===== config.mk =====
export PLATFORM = sky130hd
export DESIGN_NAME = tcv_timer
export DESIGN_NICKNAME = d
export VERILOG_FILES = /design/src/tcv_pkg.sv /design/src/tcv_timer.sv
export VERILOG_INCLUDE_DIRS = /design/src
export SDC_FILE = /design/constraint.sdc
export NUM_CORES = 1
export LEC_CHECK = 0
export BUFFER_PORTS_ARGS = -buffer_cell sky130_fd_sc_hd__buf_2
export CAP_MARGIN = 30
export CORE_MARGIN = 2
export CORE_UTILIZATION = 55
export CTS_CLUSTER_SIZE = 16
export DETAILED_ROUTE_END_ITERATION = 6
export GPL_TIMING_DRIVEN = 0
export HOLD_SLACK_MARGIN = 0.06
export PLACE_DENSITY = 0.74
export SKIP_LAST_GASP = 1
export SYNTH_ARGS = -nofsm -noshare
export SYNTH_HDL_FRONTEND = slang
export SYNTH_SLANG_ARGS = --single-unit

===== constraint.sdc =====
create_clock -name clk_i -period 5 [get_ports clk_i]
set_input_delay 0.25 -clock clk_i [delete_from_list [all_inputs] [get_ports clk_i]]
set_output_delay 0.25 -clock clk_i [all_outputs]
set_load 0.05 [all_outputs]

===== src/tcv_params.svh =====
// Constants of the capture/compare timer: register offsets, field positions, reset values.
// Assumes a 16-bit register port addressed by byte offset.
`ifndef TCV_PARAMS_SVH
`define TCV_PARAMS_SVH

// -----------------------------------------------------------------------------
// Register offsets.
// -----------------------------------------------------------------------------
`define TCV_OFS_IRQ_VECTOR  16'h012e
`define TCV_OFS_TIMER_CTRL  16'h0160
`define TCV_OFS_CH0_CTRL    16'h0162
`define TCV_OFS_CH1_CTRL    16'h0164
`define TCV_OFS_CH2_CTRL    16'h0166
`define TCV_OFS_COUNT       16'h0170
`define TCV_OFS_CH0_VALUE   16'h0172
`define TCV_OFS_CH1_VALUE   16'h0174
`define TCV_OFS_CH2_VALUE   16'h0176

// -----------------------------------------------------------------------------
// Timer control fields.
// -----------------------------------------------------------------------------
`define TCV_TC_OVF_FLAG     0
`define TCV_TC_OVF_IE       1
`define TCV_TC_CLEAR        2
`define TCV_TC_MODE_LO      4
`define TCV_TC_MODE_HI      5

// -----------------------------------------------------------------------------
// Channel control fields.
// -----------------------------------------------------------------------------
`define TCV_CC_FLAG         0
`define TCV_CC_OUT          2
`define TCV_CC_IE           4
`define TCV_CC_MODE_LO      5
`define TCV_CC_MODE_HI      7
`define TCV_CC_CAP          8

// -----------------------------------------------------------------------------
// Vector numbers and reset values.
// -----------------------------------------------------------------------------
`define TCV_VEC_NONE        16'h0000
`define TCV_VEC_CH1         16'h0002
`define TCV_VEC_CH2         16'h0004
`define TCV_VEC_OVF         16'h000a
`define TCV_RST_WORD        16'h0000

`endif


===== src/tcv_pkg.sv =====
// Types of the capture/compare timer.
// Assumes nothing beyond a SystemVerilog compiler.
package tcv_pkg;

    // Counting modes held in the timer control register.
    typedef enum logic [1:0] {
        TCV_STOP = 2'h0,
        TCV_UP   = 2'h1,
        TCV_CONT = 2'h2,
        TCV_UPDN = 2'h3
    } tcv_count_mode_t;

    // Output modes of a channel's output unit.
    typedef enum logic [2:0] {
        TCV_OM_OUTBIT = 3'h0,
        TCV_OM_SET    = 3'h1,
        TCV_OM_TGLRST = 3'h2,
        TCV_OM_SETRST = 3'h3,
        TCV_OM_TOGGLE = 3'h4,
        TCV_OM_RESET  = 3'h5,
        TCV_OM_TGLSET = 3'h6,
        TCV_OM_RSTSET = 3'h7
    } tcv_out_mode_t;

endpackage


===== src/tcv_timer.sv =====
// Function
// - Up mode: outputs act on match, wrap.
// - Continuous mode: outputs act on match, channel0 match.
// - Up/down: outputs act on match, period.
// - Two interrupt requests: channel0, shared.
// - Capture sets channel flag.
// - Compare match sets channel flag.
// - Software writes channel flags directly.
// - Request needs channel enable and global enable.
// - Channel0 highest, cleared on service acknowledge.
// - Channels 1, 2, overflow share request.
// - Vector shows highest enabled pending source.
// - Vector access clears reported flag.
// - Remaining flag requests again at once.
// - Channel 1 beats channel 2.
// - Vectors 0,2,4,10; 6 and 8 reserved.
// - Mode 0 output immediate, others clocked.
// - Up/down overflow on 1 to 0.
//
// Holds the three-channel 16-bit timer with its output units and interrupt vectors.
// Assumes capture inputs are synchronous to clk_i and the core pulses the service ack.
//
// The implementer's own choice: the plain strobed port.
`timescale 1ns/1ps
`include "tcv_params.svh"

module tcv_timer
    import tcv_pkg::*;
#(
    parameter int NCH = 3                       // Number of capture/compare channels.
)(
    input  wire logic        clk_i,             // Timer clock, 100 MHz.
    input  wire logic        resetn_i,          // Asynchronous reset, active low.
    input  wire logic [15:0] addr_i,            // Register byte offset.
    input  wire logic [15:0] wdata_i,           // Write data.
    input  wire logic        wr_i,              // Write strobe.
    input  wire logic        rd_i,              // Read strobe.
    output logic      [15:0] rdata_o,           // Read data, one cycle after read.
    input  wire logic        global_irq_enable_i, // Core global interrupt enable.
    input  wire logic        ch0_irq_ack_i,     // Core services channel 0 request.
    input  wire logic [2:0]  capture_i,         // Capture event pulses per channel.
    output logic             ch0_irq_o,         // Dedicated channel 0 request.
    output logic             shared_irq_o,      // Shared vector request.
    output logic [2:0]       channel_output_o   // Output unit signals.
);

    // -------------------------------------------------------------------------
    // Storage.
    // -------------------------------------------------------------------------
    logic [15:0] count_ff;                       // Counter.
    logic        down_ff;                        // Count direction, high while counting down.
    logic [1:0]  cmode_ff;                       // Counting mode.
    logic        ovf_ie_ff;                      // Overflow interrupt enable.
    logic        ovf_flag_ff;                    // Overflow flag.
    logic [15:0] chval_ff   [NCH];               // Channel values.
    logic [2:0]  omode_ff   [NCH];               // Output mode bits.
    logic        ch_ie_ff   [NCH];               // Channel interrupt enables.
    logic        ch_flag_ff [NCH];               // Channel interrupt flags.
    logic        out_bit_ff [NCH];               // Output control bits.
    logic        cap_ff     [NCH];               // Capture mode select.
    logic        unit_ff    [NCH];               // Clocked output unit state.
    logic [15:0] rdata_ff;                       // Registered read data.

    // -------------------------------------------------------------------------
    // Decode helpers.
    // -------------------------------------------------------------------------
    // Address match shared by the write and read paths.
    function automatic logic hit(input logic [15:0] a, input logic [15:0] ofs);
        hit = (a == ofs);
    endfunction

    // Offset of a channel's control word.
    function automatic logic [15:0] ctl_ofs(input int ch);
        ctl_ofs = 16'(`TCV_OFS_CH0_CTRL + 2 * ch);
    endfunction

    // Offset of a channel's value word.
    function automatic logic [15:0] val_ofs(input int ch);
        val_ofs = 16'(`TCV_OFS_CH0_VALUE + 2 * ch);
    endfunction

    // -------------------------------------------------------------------------
    // Counter events.
    // -------------------------------------------------------------------------
    logic running;                               // Counter advances.
    logic wrap_up;                               // Up mode roll from period to zero.
    logic ovf_evt;                               // Overflow flag event.
    logic wr_count;                              // Software writes the counter.
    logic clr_req;                               // Clear bit written.
    logic [15:0] nxt_count;                      // Next counter value.
    logic        nxt_down;                       // Next direction.

    assign running  = (cmode_ff != 2'(TCV_STOP));
    assign wr_count = wr_i && hit(addr_i, `TCV_OFS_COUNT);
    assign clr_req  = wr_i && hit(addr_i, `TCV_OFS_TIMER_CTRL) && wdata_i[`TCV_TC_CLEAR];
    assign wrap_up  = running && (cmode_ff == 2'(TCV_UP)) && (count_ff >= chval_ff[0]);

    // Next count and direction for each counting mode.
    always_comb
    begin
        nxt_count = count_ff;
        nxt_down  = down_ff;
        ovf_evt   = 1'b0;
        case (cmode_ff)
            2'(TCV_UP):
            begin
                nxt_count = wrap_up ? 16'h0000 : 16'(count_ff + 16'h0001);
                ovf_evt   = wrap_up;
            end
            2'(TCV_CONT):
            begin
                nxt_count = 16'(count_ff + 16'h0001);
                ovf_evt   = (count_ff == 16'hffff);
            end
            2'(TCV_UPDN):
            begin
                if (down_ff)
                begin
                    nxt_count = (count_ff == 16'h0000) ? 16'h0001 : 16'(count_ff - 16'h0001);
                    nxt_down  = (count_ff > 16'h0001);
                    ovf_evt   = (count_ff == 16'h0001);
                end
                else
                begin
                    // Turn round at the period; a shrunk period starts descent at once.
                    if (count_ff >= chval_ff[0])
                    begin
                        nxt_count = (count_ff == 16'h0000) ? 16'h0000
                                    : 16'(count_ff - 16'h0001);
                        nxt_down  = (count_ff != 16'h0000);
                    end
                    else
                    begin
                        nxt_count = 16'(count_ff + 16'h0001);
                    end
                end
            end
            default:
            begin
                nxt_count = count_ff;
            end
        endcase
    end

    // Counter and direction; software write or clear overrides counting.
    // Trade-off: the counter steps on every clock with no divider, which keeps
    // match timing simple but limits the longest period to 65536 clocks, or 131070 clocks in up/down mode.
    always_ff @(posedge clk_i or negedge resetn_i)
    begin
        if (!resetn_i)
        begin
            count_ff <= `TCV_RST_WORD;
            down_ff  <= 1'b0;
        end
        else if (clr_req)
        begin
            count_ff <= `TCV_RST_WORD;
            down_ff  <= 1'b0;
        end
        else if (wr_count)
        begin
            count_ff <= wdata_i;
        end
        else
        begin
            count_ff <= nxt_count;
            down_ff  <= nxt_down;
        end
    end

    // -------------------------------------------------------------------------
    // Vector generation.
    // -------------------------------------------------------------------------
    logic        pend1;                          // Channel 1 enabled and pending.
    logic        pend2;                          // Channel 2 enabled and pending.
    logic        pendo;                          // Overflow enabled and pending.
    logic [15:0] vector;                         // Current vector number.
    logic        vec_access;                     // Any access to the vector register.

    assign pend1 = ch_flag_ff[1] && ch_ie_ff[1];
    assign pend2 = ch_flag_ff[2] && ch_ie_ff[2];
    assign pendo = ovf_flag_ff && ovf_ie_ff;
    // A write to the vector register stores nothing, but it still counts as an
    // access and clears the reported flag, exactly as a read does.
    assign vec_access = (wr_i || rd_i) && hit(addr_i, `TCV_OFS_IRQ_VECTOR);

    // Fixed priority: channel 1, channel 2, overflow.
    always_comb
    begin
        if (pend1)
            vector = `TCV_VEC_CH1;
        else if (pend2)
            vector = `TCV_VEC_CH2;
        else if (pendo)
            vector = `TCV_VEC_OVF;
        else
            vector = `TCV_VEC_NONE;
    end

    // Requests combine flag, enable and the core's global enable.
    assign ch0_irq_o    = ch_flag_ff[0] && ch_ie_ff[0] && global_irq_enable_i;
    // A still-pending source keeps the level high, so it asks again at once.
    assign shared_irq_o = (vector != `TCV_VEC_NONE) && global_irq_enable_i;

    // -------------------------------------------------------------------------
    // Timer control register.
    // -------------------------------------------------------------------------
    // Overflow flag: a hardware event wins over a clear in the same cycle.
    always_ff @(posedge clk_i or negedge resetn_i)
    begin
        if (!resetn_i)
        begin
            cmode_ff    <= 2'h0;
            ovf_ie_ff   <= 1'b0;
            ovf_flag_ff <= 1'b0;
        end
        else
        begin
            if (wr_i && hit(addr_i, `TCV_OFS_TIMER_CTRL))
            begin
                cmode_ff  <= wdata_i[`TCV_TC_MODE_HI:`TCV_TC_MODE_LO];
                ovf_ie_ff <= wdata_i[`TCV_TC_OVF_IE];
            end
            if (ovf_evt)
                ovf_flag_ff <= 1'b1;
            else if (wr_i && hit(addr_i, `TCV_OFS_TIMER_CTRL))
                ovf_flag_ff <= wdata_i[`TCV_TC_OVF_FLAG];
            else if (vec_access && !pend1 && !pend2 && pendo)
                ovf_flag_ff <= 1'b0;
        end
    end

    // -------------------------------------------------------------------------
    // Channels.
    // -------------------------------------------------------------------------
    logic [NCH-1:0] match;                       // Counter counts onto channel value.

    generate
        for (genvar g = 0; g < NCH; g++)
        begin : g_ch
            logic set_evt;                       // Hardware sets the flag.
            logic clr_vec;                       // Vector access clears this flag.
            logic wr_ctl;                        // Control word written.
            logic cyc_b;                         // Secondary event of the output unit.

            // A match is counted only on a real count step onto the value.
            assign match[g] = running && !wr_count && !clr_req && (nxt_count == chval_ff[g])
                              && (nxt_count != count_ff);
            assign wr_ctl   = wr_i && hit(addr_i, ctl_ofs(g));
            assign set_evt  = cap_ff[g] ? capture_i[g] : match[g];
            assign clr_vec  = vec_access && ((g == 1 && pend1)
                                          || (g == 2 && !pend1 && pend2));

            // Secondary event per counting mode.
            always_comb
            begin
                case (cmode_ff)
                    2'(TCV_UP):   cyc_b = wrap_up;
                    2'(TCV_CONT): cyc_b = match[0];
                    2'(TCV_UPDN): cyc_b = match[0];
                    default:      cyc_b = 1'b0;
                endcase
            end

            // Channel control fields and flag.
            // A hardware set wins over a software write or a service clear, so no event is lost.
            always_ff @(posedge clk_i or negedge resetn_i)
            begin
                if (!resetn_i)
                begin
                    omode_ff[g]   <= 3'h0;
                    ch_ie_ff[g]   <= 1'b0;
                    out_bit_ff[g] <= 1'b0;
                    cap_ff[g]     <= 1'b0;
                    ch_flag_ff[g] <= 1'b0;
                end
                else
                begin
                    if (wr_ctl)
                    begin
                        omode_ff[g]   <= wdata_i[`TCV_CC_MODE_HI:`TCV_CC_MODE_LO];
                        ch_ie_ff[g]   <= wdata_i[`TCV_CC_IE];
                        out_bit_ff[g] <= wdata_i[`TCV_CC_OUT];
                        cap_ff[g]     <= wdata_i[`TCV_CC_CAP];
                    end
                    if (set_evt)
                        ch_flag_ff[g] <= 1'b1;
                    else if (wr_ctl)
                        ch_flag_ff[g] <= wdata_i[`TCV_CC_FLAG];
                    else if (g == 0 && ch0_irq_ack_i)
                        ch_flag_ff[g] <= 1'b0;
                    else if (clr_vec)
                        ch_flag_ff[g] <= 1'b0;
                end
            end

            // Channel value: software write, or capture of the counter.
            always_ff @(posedge clk_i or negedge resetn_i)
            begin
                if (!resetn_i)
                    chval_ff[g] <= `TCV_RST_WORD;
                else if (wr_i && hit(addr_i, val_ofs(g)))
                    chval_ff[g] <= wdata_i;
                else if (cap_ff[g] && capture_i[g])
                    chval_ff[g] <= count_ff;
            end

            // Output unit; in up/down every match in either direction acts.
            always_ff @(posedge clk_i or negedge resetn_i)
            begin
                if (!resetn_i)
                    unit_ff[g] <= 1'b0;
                else
                begin
                    case (omode_ff[g])
                        TCV_OM_OUTBIT: unit_ff[g] <= out_bit_ff[g];
                        TCV_OM_SET:    unit_ff[g] <= match[g] ? 1'b1 : unit_ff[g];
                        TCV_OM_TGLRST: unit_ff[g] <= match[g] ? ~unit_ff[g]
                                                    : (cyc_b ? 1'b0 : unit_ff[g]);
                        TCV_OM_SETRST: unit_ff[g] <= match[g] ? 1'b1
                                                    : (cyc_b ? 1'b0 : unit_ff[g]);
                        TCV_OM_TOGGLE: unit_ff[g] <= match[g] ? ~unit_ff[g] : unit_ff[g];
                        TCV_OM_RESET:  unit_ff[g] <= match[g] ? 1'b0 : unit_ff[g];
                        TCV_OM_TGLSET: unit_ff[g] <= match[g] ? ~unit_ff[g]
                                                    : (cyc_b ? 1'b1 : unit_ff[g]);
                        TCV_OM_RSTSET: unit_ff[g] <= match[g] ? 1'b0
                                                    : (cyc_b ? 1'b1 : unit_ff[g]);
                        default:       unit_ff[g] <= unit_ff[g];
                    endcase
                end
            end

            // Mode 0 bypasses the clocked unit so the bit shows at once.
            // Software must not pass through 000 when leaving another mode.
            assign channel_output_o[g] = (omode_ff[g] == 3'h0) ? out_bit_ff[g]
                                         : unit_ff[g];
        end
    endgenerate

    // -------------------------------------------------------------------------
    // Read path.
    // -------------------------------------------------------------------------
    // Reads return one cycle later; unmapped offsets read zero.
    // Reading the vector has a side effect: the reported flag clears at the
    // same edge that captures the vector, so the value read names the source
    // that was just serviced.
    always_ff @(posedge clk_i or negedge resetn_i)
    begin
        if (!resetn_i)
            rdata_ff <= `TCV_RST_WORD;
        else if (rd_i)
        begin
            rdata_ff <= `TCV_RST_WORD;
            if (hit(addr_i, `TCV_OFS_IRQ_VECTOR))
                rdata_ff <= vector;
            else if (hit(addr_i, `TCV_OFS_TIMER_CTRL))
                rdata_ff <= {10'h000, cmode_ff, 2'h0, ovf_ie_ff, ovf_flag_ff};
            else if (hit(addr_i, `TCV_OFS_COUNT))
                rdata_ff <= count_ff;
            for (int i = 0; i < NCH; i++)
            begin
                if (hit(addr_i, ctl_ofs(i)))
                    rdata_ff <= {7'h00, cap_ff[i], omode_ff[i], ch_ie_ff[i], 1'b0,
                                 channel_output_o[i], 1'b0, ch_flag_ff[i]};
                if (hit(addr_i, val_ofs(i)))
                    rdata_ff <= chval_ff[i];
            end
        end
    end

    assign rdata_o = rdata_ff;

endmodule // tcv_timer


==> flow_summary.json, run 1 <==
{
  "num_io_pins": 62,
  "worst_path_most_repeated_cell": "nand4_1",
  "ys_types": 88,
  "crit_required_ps": 5250,
  "crit_fanout": 10,
  "core-area_um2": 15830,
  "drcViolationCount": 0,
  "seq_area_frac_synth_pct": 30.76,
  "dr.pass1.iters": 7,
  "post-route-period-util_pct": 97.57,
  "drtAntennaViolNets": 0,
  "synth_nets": 1148,
  "rsz0062_at_grt": "no",
  "root_buffer": "clkbuf_16",
  "synth_flop_cell": "dfrtp_1",
  "end_kind": "flip-flop",
  "portBuffers": 58,
  "grt_pass1_wl_mm": 52.71,
  "vdd_drop_max_v": 0.0002155,
  "synth.most_common_cell": "nor2_1",
  "synth_commonest_cells": "nor2_1, dfrtp_1, a21oi_1",
  "std_cell_rows": 46,
  "wl_per_cell_um": 25.74,
  "yosys-top-cells-area": "dfrtp_1, nor2_1, mux2i_1",
  "switching_share_pct": 36.64,
  "yosysTopAreaCell": "dfrtp_1",
  "r2r-start": "chval_ff[43]",
  "synth-edff-count": 0,
  "hold_violations": 0,
  "antennaDiodeCount": 0,
  "dp_hpwl_mm": 27.07,
  "worstSetupStartpointType": "flip-flop",
  "place_congestion": 1.111,
  "insertion_delay_ps": 370,
  "grt_max_degree": 65,
  "finalSetupViolCount": 0,
  "numCtsBuffers": 9,
  "place_area_um2": 9465,
  "post-route-cell-area_um2": 9852,
  "clkPwrFrac_pct": 31.9,
  "cts_tree": "done",
  "critPathLaunch": "chval_ff[43]",
  "grt_usage_pct": 41.56,
  "start_util_pct": 56.02,
  "vias_per_cell": 7.060,
  "fin_cells": 1376,
  "path_class": "flip-flop to flip-flop",
  "slowest_stage": "o311ai_1",
  "yosysTopAreaCellShare_pct": 30.76,
  "synthArstFlopShare_pct": 100.0,
  "comb_power_share_pct": 28.3,
  "netlist_instances": 1087,
  "grt_overflow": 0,
  "min_path_type": "input pin to flip-flop",
  "min_period_ps": 4878,
  "drt_iter0_drc": 1805,
  "ys_seq_elements": 109,
  "antenna_found_initial": 0,
  "place_inst": 1363,
  "tightestPinTransition_ps": 1014,
  "max_freq_ghz": 0.2050,
  "syn_area_per_cell_um2": 8.158,
  "status": "completed",
  "slew_headroom_pct": 31.87,
  "pwr_density_cell_nw_per_um2": 242.9,
  "cts_sinks": 109,
  "seq_power_share_pct": 39.8,
  "fin_skew_ps": 6.078,
  "cp_slowest_stage_delay_ps": 570,
  "clk_pin_slew_worst_paths_ps": 80,
  "clockBufferDepth": 2,
  "die_area_um2": 17150,
  "maxCapViolCount": 0,
  "arrival_ps": 5130,
  "hp-start": "wdata_i[13]",
  "die_h_um": 131.0,
  "vias": 9715,
  "p_sw_mw": 0.8765,
  "fin_nets": 1216,
  "p_total_mw": 2.393,
  "fp.dieW_um": 131.0,
  "drive_above_1_share_pct": 13.53,
  "syn_area_um2": 8867,
  "area_growth_pct": 11.10,
  "drv_slew": 0,
  "internal-power_mw": 1.516,
  "wirelength_mm": 35.42,
  "p_leak_nw": 4.433,
  "worstPathCellList": "inv_1 > ha_1 > and2_1 > a221o_1 > a21oi_2 > buf_4 > nand3_1 > o311ai_1 > nand4_1 > nor4_1 > nand4_1 > nand2_1 > or4_1 > buf_2 > o21ai_0 > a21oi_1 > o32ai_2",
  "grt_pass1_vias": 8674,
  "yosysWarnings": 0,
  "finalCoreUtilization_pct": 62.25,
  "h-tree-depth": 3
}
==> layer usage <==
layer | track usage, % | part of all wire [%] | vias to the layer above | wire [um]
li1 | - | - | 4153 | -
met1 | 57.55 | 39 | 4601 | 13680
met2 | 62.57 | 44 | 813 | 15600
met3 | 10.46 | 13 | 148 | 4526
met4 | 16.08 | 4.5 | 0 | 1610
met5 | 0 | 0 | - | 0
==> stage by stage <==
stage | TNS (ps) | setup WS [ps] | hold slack, ps
after floorplan | 0 | 1052 | -45.59
after detailed placement | -663.4 | -346.8 | 392.2
after CTS | -125.2 | -125.2 | 148.9
after global routing | 0 | 18.51 | 153.2
after global placement | -638.1 | -378.9 | 484.8
final | 0 | 121.6 | 153.6
==> path summary, 6_finish.rpt <==
path,to,slack (ps),cells past startpoint
worst max-delay path,unit_ff[1],120,17
worst min-delay path,count_ff[13],150,3
worst max register to register,unit_ff[1],120,17
worst min register to register,rdata_o[2],510,1
max in group asynchronous,rdata_o[11],3710,3
min in group asynchronous,cmode_ff[1],510,2
==> cell type report <==
class | count | area [um2]
fillers | 1406 | 5976
well taps | 216 | 270.3
clock buffers | 9 | 225.2
clock inverters | 7 | 82.58
flip-flops and latches | 109 | 2728
inverters | 36 | 135.1
plain buffers | 72 | 324.1
multi-input cells | 866 | 5749
repair buffers | 61 | 337.8
==> state kept, by name, indices dropped and copies added, names as in the netlist, 2 cells and up <==
register	count
count_ff	16
cap_ff	3
cmode_ff	2
rdata_o	16
unit_ff	3
chval_ff	48
ch_flag_ff	3
omode_ff	9
out_bit_ff	3
ch_ie_ff	3
==> placed cells by master (no fill, tap or decap), types with 11 or more instances in the layout <==
cell type  synthesis  layout
nand4_1           17      17
inv_1             35      35
and3_1            15      15
nand3_1           26      26
a22oi_1           11      11
nand2_1           80      80
nor3_1            35      34
xor2_1            22      22
a222oi_1          16      16
nor4_1            16      14
mux2_2            27      27
clkbuf_1          52      45
a21oi_1          103     102
mux2i_1           53      53
a31oi_1           20      20
nor2_1           148     148
buf_2             10      67
o21ai_0           40      40
o22ai_1           17      17
dfrtp_1          109     109
xnor2_1           39      39
ha_1              20      20
==> logic make-up (layout without fill, tap and decap cells) <==
logic type	after synthesis	count (layout)	share of synthesized area, %
buffers and inverters	112	185	5.277
muxes	80	80	9.412
xor gates and xnor gates	61	61	6.025
adders and majority gates	20	20	2.822
AOI/OAI and AO/OA	310	310	23.99
DFF	109	109	30.76
and+or+nand+nor	395	395	21.72
==> critical path, delay by kind of cell, from the launching register on <==
| family | cells | cell delay, ps |
|---|---|---|
| buffers and inverters | 3 | 530 |
| AOI/OAI and AO/OA | 6 | 1590 |
| and+or+nand+nor | 7 | 1850 |
| adders and majority gates | 1 | 290 |
| DFF | 1 | 510 |
==> power groups by stage <==
stage | Clock [mW] | Combinational, mW | Sequential, mW
2_1_floorplan | 0 | 0.396 | 0.978
3_3_place_gp | 0 | 0.626 | 0.966
3_5_place_dp | 0 | 0.634 | 0.967
4_1_cts | 0.764 | 0.640 | 0.950
5_1_grt | 0.797 | 0.717 | 0.955
6_report | 0.763 | 0.676 | 0.953
==> what timing repair did <==
| action | CTS | global route |
|---|---|---|
| resized for setup | 2 | 20 |
| setup endpoints to repair | 4 | 6 |
| hold buffers | 1 | 0 |
| pin swaps | 0 | 1 |
| buffers inserted | 0 | 0 |
| endpoints found under the hold margin | 63 | 0 |
Power figures use the tool's default switching activity.
==> run 2, diff against run 1 <==
- MAX_ROUTING_LAYER: default -> met4
==> flow_summary.json, run 2 (synthesis results as in run 1) <==
{
  "place_inst": 1364,
  "crit_required_ps": 5290,
  "max_freq_ghz": 0.2043,
  "vias": 9607,
  "largest_register_ffs": 48,
  "finalSetupViolCount": 0,
  "hp-start": "wdata_i[15]",
  "wirelength_mm": 36.68,
  "final_cell_mix": "nor2_1, dfrtp_1, a21oi_1",
  "clk_pin_slew_worst_paths_ps": 80,
  "pwr_density_cell_nw_per_um2": 239.8,
  "antenna_found_initial": 0,
  "grt_usage_pct": 44.80,
  "cts_tree": "done",
  "drt_iter0_drc": 1616,
  "min_period_ps": 4895,
  "status": "complete, but fails checks",
  "p_leak_nw": 4.438,
  "top_register": "chval_ff",
  "insertion_delay_ps": 370,
  "worstSetupStartpointType": "flip-flop",
  "maxCapViolCount": 0,
  "holdPathStages": 2,
  "rrSetupSlack_ps": 100,
  "fin_skew_ps": 13.40,
  "core-area_um2": 15830,
  "post-route-period-util_pct": 97.90,
  "wl_per_cell_um": 26.65,
  "place_congestion": 1.050,
  "fp.dieW_um": 131.0,
  "portBuffers": 58,
  "drv_slew": 0,
  "drtAntennaViolNets": 0,
  "vias_per_cell": 6.982,
  "r2r-start": "chval_ff[47]",
  "worst_path_most_repeated_cell": "nand4_1",
  "min_path_type": "input pin to flip-flop",
  "dp_slack_ps": -754.8,
  "numCtsBuffers": 9,
  "start_util_pct": 56.02,
  "grt_pass1_vias": 8767,
  "fin_nets": 1216,
  "r2r_cells": 17,
  "path_class": "flip-flop to flip-flop",
  "min_to": "count_ff[15]",
  "die_area_um2": 17150,
  "vdd_drop_max_v": 0.0001864,
  "fin_ws_ps": 104.8,
  "num_io_pins": 62,
  "mostFrequentLayoutCell": "nor2_1",
  "die_h_um": 131.0,
  "h-tree-depth": 3,
  "grt_overflow": 0,
  "finalCoreUtilization_pct": 62.53,
  "drcViolationCount": 11,
  "clockBufferDepth": 2,
  "cts_sinks": 109,
  "end_kind": "flip-flop",
  "violations": "DRC",
  "hold_violations": 0,
  "rr_endpoint": "unit_ff[1]",
  "area_growth_pct": 11.61,
  "grt_pass1_wl_mm": 54.54,
  "grt_max_degree": 66,
  "dr.pass1.iters": 7,
  "worstPathCellList": "inv_1 > ha_1 > and4_1 > and4_4 > o311ai_2 > buf_6 > nand4_1 > nand2_1 > a221oi_4 > xnor2_1 > a221oi_2 > nand4_1 > or4_1 > buf_2 > a21oi_1 > and4b_1 > o32ai_2",
  "fin_cells": 1376,
  "arrival_ps": 5180,
  "slew_headroom_pct": 31.90,
  "dp_hpwl_mm": 28.31,
  "cp_slowest_stage_delay_ps": 630,
  "antennaDiodeCount": 0,
  "p_total_mw": 2.373,
  "drive_above_1_share_pct": 14.31,
  "crit_fanout": 10,
  "root_buffer": "clkbuf_16",
  "std_cell_rows": 46,
  "tightestPinTransition_ps": 1014,
  "slowest_stage": "or4_1"
}
-- run 2: changes by cell type in the layout (fill, tap and decap cells not counted), moves of 2 or more --
| cell | before | now |
|---|---|---|
| a21boi_1 | 2 | 0 |
| a22oi_1 | 11 | 9 |
| a22oi_2 | 0 | 2 |
| dfrtp_1 | 109 | 107 |
| dfrtp_2 | 0 | 2 |
| inv_6 | 1 | 3 |
-- run 2: how the worst max path moves through the flow --
stage                 startpoint         end  cells past startpoint
floorplan           chval_ff[47]  unit_ff[1]                     18
global placement    chval_ff[43]  unit_ff[1]                     16
detailed placement  chval_ff[43]  unit_ff[1]                     16
CTS                 chval_ff[47]  unit_ff[1]                     18
global route        chval_ff[43]  unit_ff[1]                     18
finish              chval_ff[47]  unit_ff[1]                     17
-- run 2: through the flow --
| step | hold slack (ps) | cell area (um2) | TNS, ps |
|---|---|---|---|
| after global routing | 160.4 | 9897 | -10.62 |
| final | 160.4 | 9897 | 0 |
| after global placement | 486.0 | 9428 | -2152 |
| after CTS | 159.9 | 9812 | 0 |
| after detailed placement | 405.6 | 9470 | -1729 |
| after floorplan | -45.59 | 8867 | 0 |
-- run 2: critical path, delay by kind of cell, from the launching register on --
kind / cells / cell delay [ps]
AO/OA/AOI/OAI: 5 / 1140
XOR/XNOR: 1 / 140
adder cells (fa/ha/maj): 1 / 300
buffers and inverters: 3 / 480
flip-flops: 1 / 560
AND/OR/NAND/NOR: 7 / 2180
-- run 2: per-layer routing --
metal / GRT usage (%) / part of all wire [%] / up-vias
li1: - / - / 4164
met1: 60.64 / 39 / 4500
met2: 64.28 / 42 / 791
met3: 10.91 / 13 / 152
met4: 18.34 / 5.4 / 0
met5: - / 0 / -
-- run 2: report_power, final --
group	total, mW	internal [mW]	leakage [nW]	switching [mW]
Combinational	0.670	0.210	2.85	0.460
Sequential	0.955	0.910	1.44	0.0453
Clock	0.748	0.367	0.149	0.381
Total	2.37	1.49	4.44	0.886
-- run 2: repair_timing --
item	4_1_cts	5_1_grt
hold buffers	1	0
gates cloned	0	0
gates resized for setup	8	20
endpoints found under the setup margin	5	5
endpoints found under the hold margin	64	0
setup buffers	0	0
-- run 2: final cells by class --
class                   instances  area [um2]
repair buffers                 62       342.8
flip-flops and latches        109        2730
inverters                      36       135.1
clock inverters                 6       62.56
well taps                     216       270.3
plain buffers                  71       316.6
clock buffers                  10       239.0
multi-input cells             866        5801
fillers                      1421        5931
